--- config.mk ---
export PLATFORM = sky130hd
export DESIGN_NAME = ccmd_decrypt_verify
export DESIGN_NICKNAME = d
export VERILOG_FILES = /design/src/core/ccmd_pkg.sv /design/src/core/ccmd_decrypt_verify.sv /design/src/core/ccmd_fifo.sv /design/src/core/ccmd_blkfmt.sv
export SDC_FILE = /design/constraint.sdc
export NUM_CORES = 2
export LEC_CHECK = 0
export BUFFER_PORTS_ARGS = -buffer_cell sky130_fd_sc_hd__buf_2
export CAP_MARGIN = 0
export CORE_MARGIN = 5
export CORE_UTILIZATION = 46
export CTS_BUF_LIST = sky130_fd_sc_hd__clkbuf_16
export DETAILED_ROUTE_END_ITERATION = 8
export PLACE_DENSITY_LB_ADDON = 0.2
export SETUP_SLACK_MARGIN = 0.05
export SLEW_MARGIN = 20
export SYNTH_ARGS = -nofsm -noshare
export SYNTH_HDL_FRONTEND = slang
export SYNTH_SLANG_ARGS = --single-unit
--- constraint.sdc ---
create_clock -name clk_sys -period 16.3 [get_ports clk_sys]
set_input_delay 2.445 -clock clk_sys [delete_from_list [all_inputs] [get_ports clk_sys]]
set_output_delay 2.445 -clock clk_sys [all_outputs]
set_load 0.03 [all_outputs]
--- src/core/ccmd_pkg.sv ---
// ccmd_pkg: shared constants and types of the decrypt-and-verify block.
// assumes a 128-bit block cipher outside the block and a length field of two octets.
package ccmd_pkg;

	localparam int          L_OCT      = 2;                 // octets of the message length field
	localparam int          NONCE_W    = 8 * (15 - L_OCT);  // nonce bits
	localparam int          BLK_W      = 128;               // cipher block bits
	localparam int          PREF_W     = 80;                // longest length prefix, ten octets
	localparam int          FIFO_DEPTH = 16;                // plaintext blocks held until verdict
	localparam int          PT_W       = BLK_W + 5 + 1;     // block, octet count, last flag
	localparam logic [15:0] MAX_P_OCT  = 16'h0100;          // plaintext octets that fit the buffer
	localparam logic [2:0]  L_FIELD    = 3'(L_OCT - 1);     // encoding of L minus one
	localparam logic [7:0]  CTR_FLAGS  = {5'h00, L_FIELD};  // reserved, zero tag field, L
	localparam logic [63:0] AD_SHORT   = 64'h0000_0000_0000_FF00; // below this a two-octet prefix
	localparam logic [63:0] AD_MID     = 64'h0000_0001_0000_0000; // below this a six-octet prefix
	localparam logic [7:0]  PREF_ESC   = 8'hFF;             // first escape octet
	localparam logic [7:0]  PREF_MID   = 8'hFE;             // second octet, 32-bit length
	localparam logic [7:0]  PREF_LONG  = 8'hFF;             // second octet, 64-bit length

	typedef enum logic [10:0] {
		ST_IDLE  = 11'h001,
		ST_S0    = 11'h002,
		ST_MAC0  = 11'h004,
		ST_AD    = 11'h008,
		ST_CT    = 11'h010,
		ST_KEY   = 11'h020,
		ST_PUSH  = 11'h040,
		ST_TAG   = 11'h080,
		ST_CHECK = 11'h100,
		ST_DRAIN = 11'h200,
		ST_WAIT  = 11'h400
	} ccmd_state_e;

	typedef enum logic [1:0] {
		DST_X  = 2'h0,
		DST_S0 = 2'h1,
		DST_KS = 2'h2
	} ccmd_dst_e;

endpackage

--- src/core/ccmd_decrypt_verify.sv ---
// ccmd_decrypt_verify: decrypts a received frame and checks its tag before release.
// assumes an external block cipher with a request/response port and one clock.
// Summary of operation
// - Split input into ciphertext and M-octet tag.
// - Zero-pad ciphertext to a multiple of sixteen.
// - Reuse counter-mode keystream on blocks and tag.
// - Keystream output gives plaintext then candidate tag.
// - Format associated data and plaintext as forward.
// - Recompute tag with CBC-MAC over formatted input.
// - Valid only when both tags are identical.
// - Mark data rejected on failure, else accepted.
// - After failure destroy plaintext, show only failure.
// - Zero-length tag means decryption only.
// - Counter blocks differ from the first MAC block unless tag and associated data are both empty.
// - Counter block: flags, nonce, block index.
// - First MAC block: flags, nonce, message length.
// - Length prefix chosen by associated data size.
// - Block zero keystream masks tag; data from one.
module ccmd_decrypt_verify
	import ccmd_pkg::*;
(
	input  wire logic                         clk_sys,       // system clock, 250 MHz
	input  wire logic                         reset,         // synchronous, active high
	input  wire logic                         start,         // pulse: new message
	input  wire logic [ccmd_pkg::NONCE_W-1:0] nonce,         // nonce, taken with start
	input  wire logic [4:0]                   m_len,         // tag octets, taken with start
	input  wire logic [63:0]                  a_len,         // associated data octets
	input  wire logic [15:0]                  c_len,         // received octets incl. tag
	output logic                              busy,          // message in progress
	input  wire logic                         ad_valid,      // associated data octet offered
	input  wire logic [7:0]                   ad_data,       // associated data octet
	output logic                              ad_ready,      // associated data octet taken
	input  wire logic                         ct_valid,      // received octet offered
	input  wire logic [7:0]                   ct_data,       // received octet
	output logic                              ct_ready,      // received octet taken
	output logic                              pt_valid,      // plaintext block offered
	output logic      [ccmd_pkg::BLK_W-1:0]   pt_data,       // plaintext block, octet 0 on top
	output logic      [4:0]                   pt_octets,     // real octets in block
	output logic                              pt_last,       // last block of message
	input  wire logic                         pt_ready,      // plaintext block taken
	output logic                              aes_req_valid, // cipher request
	output logic      [ccmd_pkg::BLK_W-1:0]   aes_req_blk,   // cipher input block
	input  wire logic                         aes_req_ready, // cipher takes request
	input  wire logic                         aes_rsp_valid, // cipher result pulse
	input  wire logic [ccmd_pkg::BLK_W-1:0]   aes_rsp_blk,   // cipher result
	output logic                              ok_pulse,      // pulse: message valid
	output logic                              fail_pulse     // pulse: message invalid
);

	import ccmd_pkg::*;

	ccmd_state_e        state;
	ccmd_state_e        ret;
	ccmd_dst_e          dst;
	logic [NONCE_W-1:0] nonce_q;
	logic [4:0]         m_q;
	logic [63:0]        a_q;
	logic [63:0]        ad_rem;
	logic [15:0]        p_len;
	logic [15:0]        ct_rem;
	logic [15:0]        idx;
	logic [BLK_W-1:0]   s0;
	logic [BLK_W-1:0]   x;
	logic [BLK_W-1:0]   ks;
	logic [BLK_W-1:0]   blk;
	logic [4:0]         cnt;
	logic [4:0]         nv;
	logic [PREF_W-1:0]  pref_q;
	logic [3:0]         pref_n;
	logic               release_q;
	logic [BLK_W-1:0]   ctr_blk;
	logic [BLK_W-1:0]   b0_blk;
	logic [PREF_W-1:0]  fmt_pref;
	logic [3:0]         fmt_pref_n;

	ccmd_blkfmt u_fmt (
		.nonce   (nonce_q),
		.m_len   (m_q),
		.a_len   (a_q),
		.p_len   (p_len),
		.idx     (idx),
		.ctr_blk (ctr_blk),
		.b0_blk  (b0_blk),
		.pref    (fmt_pref),
		.pref_n  (fmt_pref_n)
	);

	// checks on the frame shape made when a message starts
	logic        m_ok;
	logic        too_short;
	logic [15:0] body_len;
	logic        start_bad;
	assign m_ok      = (m_len == 5'h00) | (~m_len[0] & (m_len >= 5'h04) & (m_len <= 5'h10));
	assign too_short = c_len < {11'h000, m_len};
	assign body_len  = c_len - {11'h000, m_len};
	assign start_bad = ~m_ok | too_short | (body_len > MAX_P_OCT);
	assign busy      = (state != ST_IDLE);

	// octet gathering: prefix first, then associated data, then zero padding
	logic       in_ad;
	logic       src_pref;
	logic       ad_exh;
	logic       ad_take;
	logic       ct_take;
	logic       step;
	logic       blk_full;
	logic [7:0] oct;
	logic [BLK_W-1:0] next_blk;
	assign in_ad    = (state == ST_AD);
	assign src_pref = (pref_n != 4'h0);
	assign ad_exh   = ~src_pref & (ad_rem == 64'h0);
	assign ad_ready = in_ad & ~src_pref & (ad_rem != 64'h0);
	assign ad_take  = ad_ready & ad_valid;
	assign ct_ready = ((state == ST_CT) & (ct_rem != 16'h0)) |
	                  ((state == ST_TAG) & (cnt < m_q));
	assign ct_take  = ct_ready & ct_valid;
	assign step     = (in_ad & (src_pref | ad_take | (ad_exh & (cnt != 5'h00)))) |
	                  ((state == ST_CT) & (ct_take | ((ct_rem == 16'h0) & (cnt != 5'h00)))) |
	                  ((state == ST_TAG) & ct_take);
	assign oct      = in_ad ? (src_pref ? pref_q[PREF_W-1 -: 8] : (ad_take ? ad_data : 8'h00)) :
	                  (ct_take ? ct_data : 8'h00);
	assign next_blk = {blk[BLK_W-9:0], oct};
	assign blk_full = step & (cnt == 5'h0F) & (state != ST_TAG);

	// plaintext block: pad octets forced to zero so the MAC sees the padded plaintext
	logic [BLK_W-1:0] pmask;
	logic [BLK_W-1:0] p_blk;
	assign pmask = ~({BLK_W{1'b1}} >> {nv, 3'b000});
	assign p_blk = (blk ^ ks) & pmask;

	// tag check: received tag sits right aligned in blk, moved to the left edge
	logic [BLK_W-1:0] u_al;
	logic [BLK_W-1:0] tmask;
	logic             tag_ok;
	assign u_al   = blk << {5'h10 - m_q, 3'b000};
	assign tmask  = ~({BLK_W{1'b1}} >> {m_q, 3'b000});
	assign tag_ok = (((u_al ^ s0) ^ x) & tmask) == '0;

	// plaintext buffer; nothing leaves before the verdict, so frames are capped at its size
	logic fifo_in_ready;
	logic fifo_out_valid;
	logic flush;
	logic [PT_W-1:0] fifo_out;
	assign flush    = (state == ST_CHECK) & ~tag_ok;
	assign pt_valid = fifo_out_valid & release_q;
	// buffer words stay in the flops after a flush, so the outputs show zero unless released
	assign pt_data  = fifo_out[PT_W-1 -: BLK_W] & {BLK_W{pt_valid}};
	assign pt_octets = fifo_out[5:1] & {5{pt_valid}};
	assign pt_last  = fifo_out[0] & pt_valid;

	ccmd_fifo #(
		.W (PT_W),
		.D (FIFO_DEPTH)
	) u_fifo (
		.clk_sys   (clk_sys),
		.reset     (reset),
		.flush     (flush),
		.in_valid  (state == ST_PUSH),
		.in_ready  (fifo_in_ready),
		.in_data   ({p_blk, nv, (ct_rem == 16'h0)}),
		.out_valid (fifo_out_valid),
		.out_ready (pt_ready & release_q),
		.out_data  (fifo_out)
	);

	// gatherer registers
	always_ff @(posedge clk_sys) begin
		if (reset || state == ST_CHECK) begin
			blk <= '0;
		end else if (step) begin
			blk <= next_blk;
		end
	end

	// controller; the cipher port carries one request at a time
	always_ff @(posedge clk_sys) begin
		if (reset) begin
			state <= ST_IDLE;
			ret <= ST_IDLE;
			dst <= DST_X;
			aes_req_valid <= 1'b0;
			aes_req_blk <= '0;
			ok_pulse <= 1'b0;
			fail_pulse <= 1'b0;
			release_q <= 1'b0;
			nonce_q <= '0;
			m_q <= 5'h00;
			a_q <= 64'h0;
			p_len <= 16'h0;
			ad_rem <= 64'h0;
			ct_rem <= 16'h0;
			idx <= 16'h0;
			cnt <= 5'h00;
			nv <= 5'h00;
			pref_q <= '0;
			pref_n <= 4'h0;
			s0 <= '0;
			x <= '0;
			ks <= '0;
		end else begin
			ok_pulse <= 1'b0;
			fail_pulse <= 1'b0;
			if (aes_req_valid && aes_req_ready)
				aes_req_valid <= 1'b0;
			if (step) begin
				cnt <= cnt + 5'h01;
				if (ad_take)
					ad_rem <= ad_rem - 64'h1;
				if (in_ad && src_pref) begin
					pref_q <= {pref_q[PREF_W-9:0], 8'h00};
					pref_n <= pref_n - 4'h1;
				end
				if (state == ST_CT && ct_take) begin
					ct_rem <= ct_rem - 16'h1;
					nv <= nv + 5'h01;
				end
			end
			case (state)
				ST_IDLE: begin
					if (start) begin
						nonce_q <= nonce;
						m_q <= m_len;
						a_q <= a_len;
						p_len <= body_len;
						ct_rem <= body_len;
						idx <= 16'h0;
						cnt <= 5'h00;
						nv <= 5'h00;
						if (start_bad)
							fail_pulse <= 1'b1;
						else
							state <= ST_S0;
					end
				end
				ST_S0: begin
					pref_q <= fmt_pref;
					pref_n <= fmt_pref_n;
					ad_rem <= a_q;
					aes_req_valid <= 1'b1;
					aes_req_blk <= ctr_blk;
					dst <= DST_S0;
					ret <= ST_MAC0;
					state <= ST_WAIT;
				end
				ST_MAC0: begin
					aes_req_valid <= 1'b1;
					aes_req_blk <= b0_blk;
					dst <= DST_X;
					ret <= ST_AD;
					state <= ST_WAIT;
				end
				ST_AD: begin
					if (cnt == 5'h00 && ad_exh) begin
						state <= ST_CT;
					end else if (blk_full) begin
						aes_req_valid <= 1'b1;
						aes_req_blk <= x ^ next_blk;
						dst <= DST_X;
						ret <= ST_AD;
						cnt <= 5'h00;
						state <= ST_WAIT;
					end
				end
				ST_CT: begin
					if (cnt == 5'h00 && ct_rem == 16'h0) begin
						state <= ST_TAG;
					end else if (blk_full) begin
						idx <= idx + 16'h1;
						cnt <= 5'h00;
						state <= ST_KEY;
					end
				end
				ST_KEY: begin
					aes_req_valid <= 1'b1;
					aes_req_blk <= ctr_blk;
					dst <= DST_KS;
					ret <= ST_PUSH;
					state <= ST_WAIT;
				end
				ST_PUSH: begin
					if (fifo_in_ready) begin
						aes_req_valid <= 1'b1;
						aes_req_blk <= x ^ p_blk;
						dst <= DST_X;
						ret <= ST_CT;
						nv <= 5'h00;
						state <= ST_WAIT;
					end
				end
				ST_TAG: begin
					if (cnt == m_q)
						state <= ST_CHECK;
				end
				ST_CHECK: begin
					ok_pulse <= tag_ok;
					fail_pulse <= ~tag_ok;
					release_q <= tag_ok;
					ks <= '0;
					x <= '0;
					state <= tag_ok ? ST_DRAIN : ST_IDLE;
				end
				ST_DRAIN: begin
					if (!fifo_out_valid) begin
						release_q <= 1'b0;
						state <= ST_IDLE;
					end
				end
				ST_WAIT: begin
					if (aes_rsp_valid) begin
						case (dst)
							DST_S0:  s0 <= aes_rsp_blk;
							DST_KS:  ks <= aes_rsp_blk;
							default: x <= aes_rsp_blk;
						endcase
						state <= ret;
					end
				end
				default: state <= ST_IDLE;
			endcase
		end
	end

	property p_short_invalid;
		@(posedge clk_sys) disable iff (reset)
		(state == ST_IDLE && start && too_short) |=> (fail_pulse && !ok_pulse && state == ST_IDLE);
	endproperty
	a_short_invalid: assert property (p_short_invalid) else $error("short frame not refused");

	property p_ctr_flags;
		@(posedge clk_sys) disable iff (reset)
		(aes_req_valid && dst != DST_X) |-> (aes_req_blk[127:120] == CTR_FLAGS);
	endproperty
	a_ctr_flags: assert property (p_ctr_flags) else $error("counter block flags wrong");

	property p_b0_mfield;
		@(posedge clk_sys) disable iff (reset)
		(state == ST_MAC0 && m_q != 5'h00) |=> (aes_req_blk[125:123] != 3'h0 && aes_req_blk[122:120] == L_FIELD);
	endproperty
	a_b0_mfield: assert property (p_b0_mfield) else $error("first MAC block flags wrong");

	property p_pref_short;
		@(posedge clk_sys) disable iff (reset)
		(state == ST_S0 && a_q != 64'h0 && a_q < AD_SHORT) |=> (pref_n == 4'h2 && pref_q[63:0] == 64'h0);
	endproperty
	a_pref_short: assert property (p_pref_short) else $error("short prefix size wrong");

	property p_verdict_pulse;
		@(posedge clk_sys) disable iff (reset)
		(ok_pulse || fail_pulse) |-> !(ok_pulse && fail_pulse) ##1 !(ok_pulse || fail_pulse);
	endproperty
	a_verdict_pulse: assert property (p_verdict_pulse) else $error("verdict not a single pulse");

	property p_no_leak;
		@(posedge clk_sys) disable iff (reset)
		fail_pulse |-> (!pt_valid && pt_data == '0)[*4];
	endproperty
	a_no_leak: assert property (p_no_leak) else $error("plaintext shown after failure");

	property p_zero_tag;
		@(posedge clk_sys) disable iff (reset)
		(state == ST_CHECK && m_q == 5'h00) |=> (ok_pulse && release_q);
	endproperty
	a_zero_tag: assert property (p_zero_tag) else $error("zero tag not accepted");

	property p_tag_mismatch;
		@(posedge clk_sys) disable iff (reset)
		(state == ST_TAG && cnt == m_q && m_q != 5'h00) ##1 (((u_al ^ s0 ^ x) & tmask) != '0) |=> fail_pulse;
	endproperty
	a_tag_mismatch: assert property (p_tag_mismatch) else $error("tag mismatch not refused");

	property p_ctr_idx;
		@(posedge clk_sys) disable iff (reset)
		(state == ST_KEY) |=> (aes_req_blk[15:0] == idx && idx != 16'h0 && aes_req_valid);
	endproperty
	a_ctr_idx: assert property (p_ctr_idx) else $error("data counter index wrong");

endmodule

--- src/core/ccmd_fifo.sv ---
// ccmd_fifo: flip-flop FIFO with valid/ready on both sides and a flush.
// assumes one clock; flush wins over a push in the same cycle.
module ccmd_fifo #(
	parameter int W = 8,
	parameter int D = 16
) (
	input  wire logic         clk_sys,   // system clock
	input  wire logic         reset,     // synchronous, active high
	input  wire logic         flush,     // empty the FIFO at once
	input  wire logic         in_valid,  // write side offers a word
	output logic              in_ready,  // space is free
	input  wire logic [W-1:0] in_data,   // word to store
	output logic              out_valid, // a word is held
	input  wire logic         out_ready, // read side takes the word
	output logic      [W-1:0] out_data   // oldest word
);

	localparam int AW = $clog2(D);

	logic [W-1:0]         mem [D];
	logic [AW-1:0]        wr_ptr;
	logic [AW-1:0]        rd_ptr;
	logic [$clog2(D+1)-1:0] count;
	logic                 push;
	logic                 pop;

	// honest flags straight from the occupancy count
	assign in_ready  = (count != ($clog2(D+1))'(D));
	assign out_valid = (count != '0);
	assign push      = in_valid & in_ready;
	assign pop       = out_valid & out_ready;
	assign out_data  = mem[rd_ptr];

	// storage is written only, never reset, to keep the array plain
	always_ff @(posedge clk_sys) begin
		if (push)
			mem[wr_ptr] <= in_data;
	end

	// pointers and count; flush drops everything, including this cycle's push
	always_ff @(posedge clk_sys) begin
		if (reset || flush) begin
			wr_ptr <= '0;
			rd_ptr <= '0;
			count  <= '0;
		end else begin
			if (push)
				wr_ptr <= wr_ptr + AW'(1);
			if (pop)
				rd_ptr <= rd_ptr + AW'(1);
			count <= count + ($clog2(D+1))'(push) - ($clog2(D+1))'(pop);
		end
	end

endmodule

--- src/core/ccmd_blkfmt.sv ---
// ccmd_blkfmt: builds counter blocks, the first MAC block and the length prefix.
// assumes registered inputs from the controller; purely combinational.
module ccmd_blkfmt
	import ccmd_pkg::*;
(
	input  wire logic [NONCE_W-1:0] nonce,    // nonce of the message
	input  wire logic [4:0]         m_len,    // tag length in octets
	input  wire logic [63:0]        a_len,    // associated data length
	input  wire logic [15:0]        p_len,    // plaintext length
	input  wire logic [15:0]        idx,      // counter index
	output logic      [BLK_W-1:0]   ctr_blk,  // counter block for idx
	output logic      [BLK_W-1:0]   b0_blk,   // first MAC block
	output logic      [PREF_W-1:0]  pref,     // length prefix, left aligned
	output logic      [3:0]         pref_n    // prefix octets
);

	logic [2:0] m_field;
	logic [7:0] b0_flags;

	// counter blocks keep the tag field zero, so they equal a first MAC block only when m_len and a_len are both zero
	assign ctr_blk  = {CTR_FLAGS, nonce, idx};
	assign m_field  = (m_len == 5'h00) ? 3'h0 : 3'((m_len - 5'h02) >> 1);
	assign b0_flags = {1'b0, (a_len != 64'h0), m_field, L_FIELD};
	assign b0_blk   = {b0_flags, nonce, p_len};

	// prefix size grows with the associated data length
	assign pref   = (a_len == 64'h0) ? '0 :
	                (a_len < AD_SHORT) ? {a_len[15:0], 64'h0} :
	                (a_len < AD_MID) ? {PREF_ESC, PREF_MID, a_len[31:0], 32'h0000_0000} :
	                {PREF_ESC, PREF_LONG, a_len};
	assign pref_n = (a_len == 64'h0) ? 4'h0 :
	                (a_len < AD_SHORT) ? 4'h2 :
	                (a_len < AD_MID) ? 4'h6 : 4'hA;

endmodule

==> impl_metrics.csv <==
group,metric,value,unit
timing,period_share,0.506,
critical_path,crit_family,"buffers and inverters",
logic_synthesis,synth.area.top_cells,"sky130_fd_sc_hd__edfxtp_1, sky130_fd_sc_hd__dfxtp_1, sky130_fd_sc_hd__mux4_2",
timing,final_hold_viol_count,0,
floorplan,fp.dieW,555,µm
run_status,status,"completed",
clock_network,clk_latency,0.94,ns
logic_synthesis,synth-async-reset-ratio,0,
timing,drv_slew,0,
critical_path,worst-path-max-fanout,111,
critical_path,timing.critical_path.arrival,5.81,ns
critical_path,end_kind,"output pin",
critical_path,cp_data_required_time,13.86,ns
worst_hold_path,timing.hold.worst.class,"reg2reg",
floorplan,placeableCoreArea,297000,µm²
global_route,global_route_wire_length_before_repair,666000,µm
timing,timing.max_slew.rel_slack,0.119,
worst_hold_path,worstHoldStart,"nonce_q[53]",
placed_design,routabilityCongestion,1.02,
clock_network,cts_resized,0,
floorplan,die_area,308000,µm²
timing,timing.final.crit_period,8.25,ns
critical_path,worst_path_max_delay_cell,"sky130_fd_sc_hd__dfxtp_4",
placed_design,place.detailed.instances,14400,
timing,setup_total_negative_slack,0,ns
clock_network,cts_setup_buffers,0,
logic_synthesis,postSynth.topFlopCell,"sky130_fd_sc_hd__edfxtp_1",
logic_synthesis,number_of_synthesized_flops_with_an_enable_pin,2144,
global_route,grt_pass1_vias,90100,
worst_hold_path,hold-path-cell-count,2,
worst_hold_path,holdPathEnd,"nonce_q[53]",
floorplan,die_height,555,µm
timing,finalSetupViolCount,0,
critical_path,startpoint_type,"flip-flop",
cells_and_area,multi_input_comb_area,48300,µm²
cells_and_area,area.growth.synth_to_final,13.3,%
logic_synthesis,postSynthNetCount,10800,
logic_synthesis,syn_inst,10400,
global_route,congestion_overflow_gr,0,
cells_and_area,sequential_cell_area_in_the_final_layout,85600,µm²
cells_and_area,filler_cell_count,24900,
detailed_routing,drc,0,
clock_network,numCtsBuffers,337,
floorplan,std_cell_rows,200,
logic_synthesis,ys_seq_area_frac,0.625,
timing,finalHoldWorstSlack,0.450,ns
flow_run,cap_violations,0,
global_route,largest_net_degree_at_the_start_of_global_routing,199,
cells_and_area,finish.cell_count_without_fillers,15000,
timing,final.setup_skew,0.0617,ns
critical_path,reg2reg_depth,14,
logic_synthesis,synthDominantCellAreaShare,0.471,
cells_and_area,post-route-util,0.523,
cells_and_area,finalNetCount,11200,
floorplan,start_util,0.461,
clock_network,clock_tree.buffer_depth,4,
detailed_routing,first_iter_violations,12700,
cells_and_area,layout-drive-gt1-share,0.207,
logic_synthesis,yosys_warnings,0,
detailed_routing,via_count,93600,
power,static-leakage-power,48.4,nW
critical_path,reg2reg_setup_slack,9.18,ns
cells_and_area,final_common_cell,"sky130_fd_sc_hd__edfxtp_1",
detailed_routing,average_via_count_per_standard_cell,6.22,
critical_path,worst_setup_path_category,"reg2out",
critical_path,critical_path_buf_inv_count,4,
detailed_routing,postRouteWirelength,471000,µm
logic_synthesis,yosys_cell_types,99,
timing,tightestPinTransition,1.32,ns
critical_path,critical_path.max_stage_delay,0.84,ns
critical_path,worst_r2r_startpoint,"m_q[0]",
detailed_routing,antenna_left,0,
clock_network,clock_tree_from_tritoncts,"done",
global_route,antenna_found_initial,168,
timing,max_clock_freq,121,MHz
clock_network,clk_pin_slew,0.06,ns
power,power_density,121,nW/µm²
global_route,global_route.usage.total,0.297,
logic_synthesis,syn_avg_cell_area,13.2,µm²
detailed_routing,routedWlPerCell,31.3,µm
floorplan,pin_count,610,
clock_network,cts-htree-levels,5,
critical_path,cp_cell_sequence,"buf_12, buf_4, buf_12, mux4_2, mux4_2, and2_1, buf_2",
clock_network,clock_sinks,3201,
power,total_power_consumption_of_the_routed_design,0.0187,W
cells_and_area,mostFrequentLayoutCells,"sky130_fd_sc_hd__edfxtp_1, sky130_fd_sc_hd__nand2_1, sky130_fd_sc_hd__dfxtp_1",
timing,rsz0062_at_grt,"false",
logic_synthesis,synth_seq_cells,3201,
clock_network,cts-hold-fix-buffers,0,
logic_synthesis,yosysTopAreaCell,"sky130_fd_sc_hd__edfxtp_1",
clock_network,root_buffer,"sky130_fd_sc_hd__clkbuf_16",
detailed_routing,detail_route.first_pass.iterations,8,
placed_design,hpwl,306000,µm
logic_synthesis,mappedNetlistArea,137000,µm²
power,max-vdd-ir-drop,0.0000979,V
placed_design,buffer_ports.inserted,609,
## cells by family after synthesis
family	share of synthesized area
AOI/OAI and AO/OA	0.0766
xor gates and xnor gates	0.0336
adders and majority gates	0.00423
buffers and inverters	0.0255
DFF	0.625
muxes	0.130
and+or+nand+nor	0.104
## per-stage QoR
step           area [µm²]  setup slack, ns
6_report           155000             8.05
5_1_grt            155000             7.55
4_1_cts            155000             7.88
3_5_place_dp       144000             8.86
3_3_place_gp       144000             8.88
2_1_floorplan      137000             4.55
## area by class of cell
class	count	share of cell area
Antenna cell	64	0.00103
Clock buffer	345	0.0557
Clock inverter	269	0.0140
Inverter	64	0.00155
Multi-Input combinational cell	6335	0.312
Sequential cell	3201	0.552
Tap cell	3939	0.0318
Timing Repair Buffer	832	0.0321
## worst max-delay path by stage
| stage | startpoint | end | cells after the start |
|---|---|---|---|
| 2_1_floorplan | state[1] | u_fifo.mem[3][0] | 8 |
| 3_3_place_gp | flip-flop | pt_data[23] | 7 |
| 3_5_place_dp | flip-flop | pt_data[61] | 7 |
| 4_1_cts | flip-flop | pt_data[61] | 7 |
| 5_1_grt | flip-flop | pt_data[23] | 7 |
| 6_report | flip-flop | pt_data[23] | 7 |
## power breakdown
part / switching, W / total [W] / internal, W
registers: 0.000198 / 0.00894 / 0.00875
logic: 0.00157 / 0.00223 / 0.000662
clock network: 0.00325 / 0.00754 / 0.00428
total: 0.00502 / 0.0187 / 0.0137
## cells in the mapped netlist (all sizes together), types with 21 or more instances
library cell and count:
a22oi 57, o22ai 71, a31oi 69, and3 25, and2 170, clkbuf 616, nor2 700, or3 28
o221ai 25, xor2 223, nor4 72, a211oi 190, nand3b 21, o21a 28, edfxtp 2144, nand2b 27
mux2 73, a21oi 973, buf 177, mux4 698, nor3 295, nand4 31, inv 63, a221oi 32
nand2 1356, o21ai 112, xnor2 302, dfxtp 1057, nand3 307, mux2i 130, ha 43
## registers in the layout, indices dropped and copies added (netlist names), 16 cells and up, named ones only
name         flops
p_len           16
ct_rem          16
u_fifo.mem    2144
pref_q          80
nonce_q        104
ad_rem          64
ks             128
idx             16
a_q             64
aes_req_blk    128
x              128
blk            128
s0             128
## worst min-delay path: cells and delay by family (launching register included)
family	cells	cell delay, ns
simple gates	1	0.05
compound gates	1	0.05
flops	1	0.31
## layer usage
metal	vias up	global-route usage	routed length, µm
met5	-	0	345
met4	50	0.0970	17000
met3	850	0.0700	48800
met2	5142	0.438	207000
met1	47900	0.435	198000
li1	39800	-	-
(Power assumes the default switching activity.)
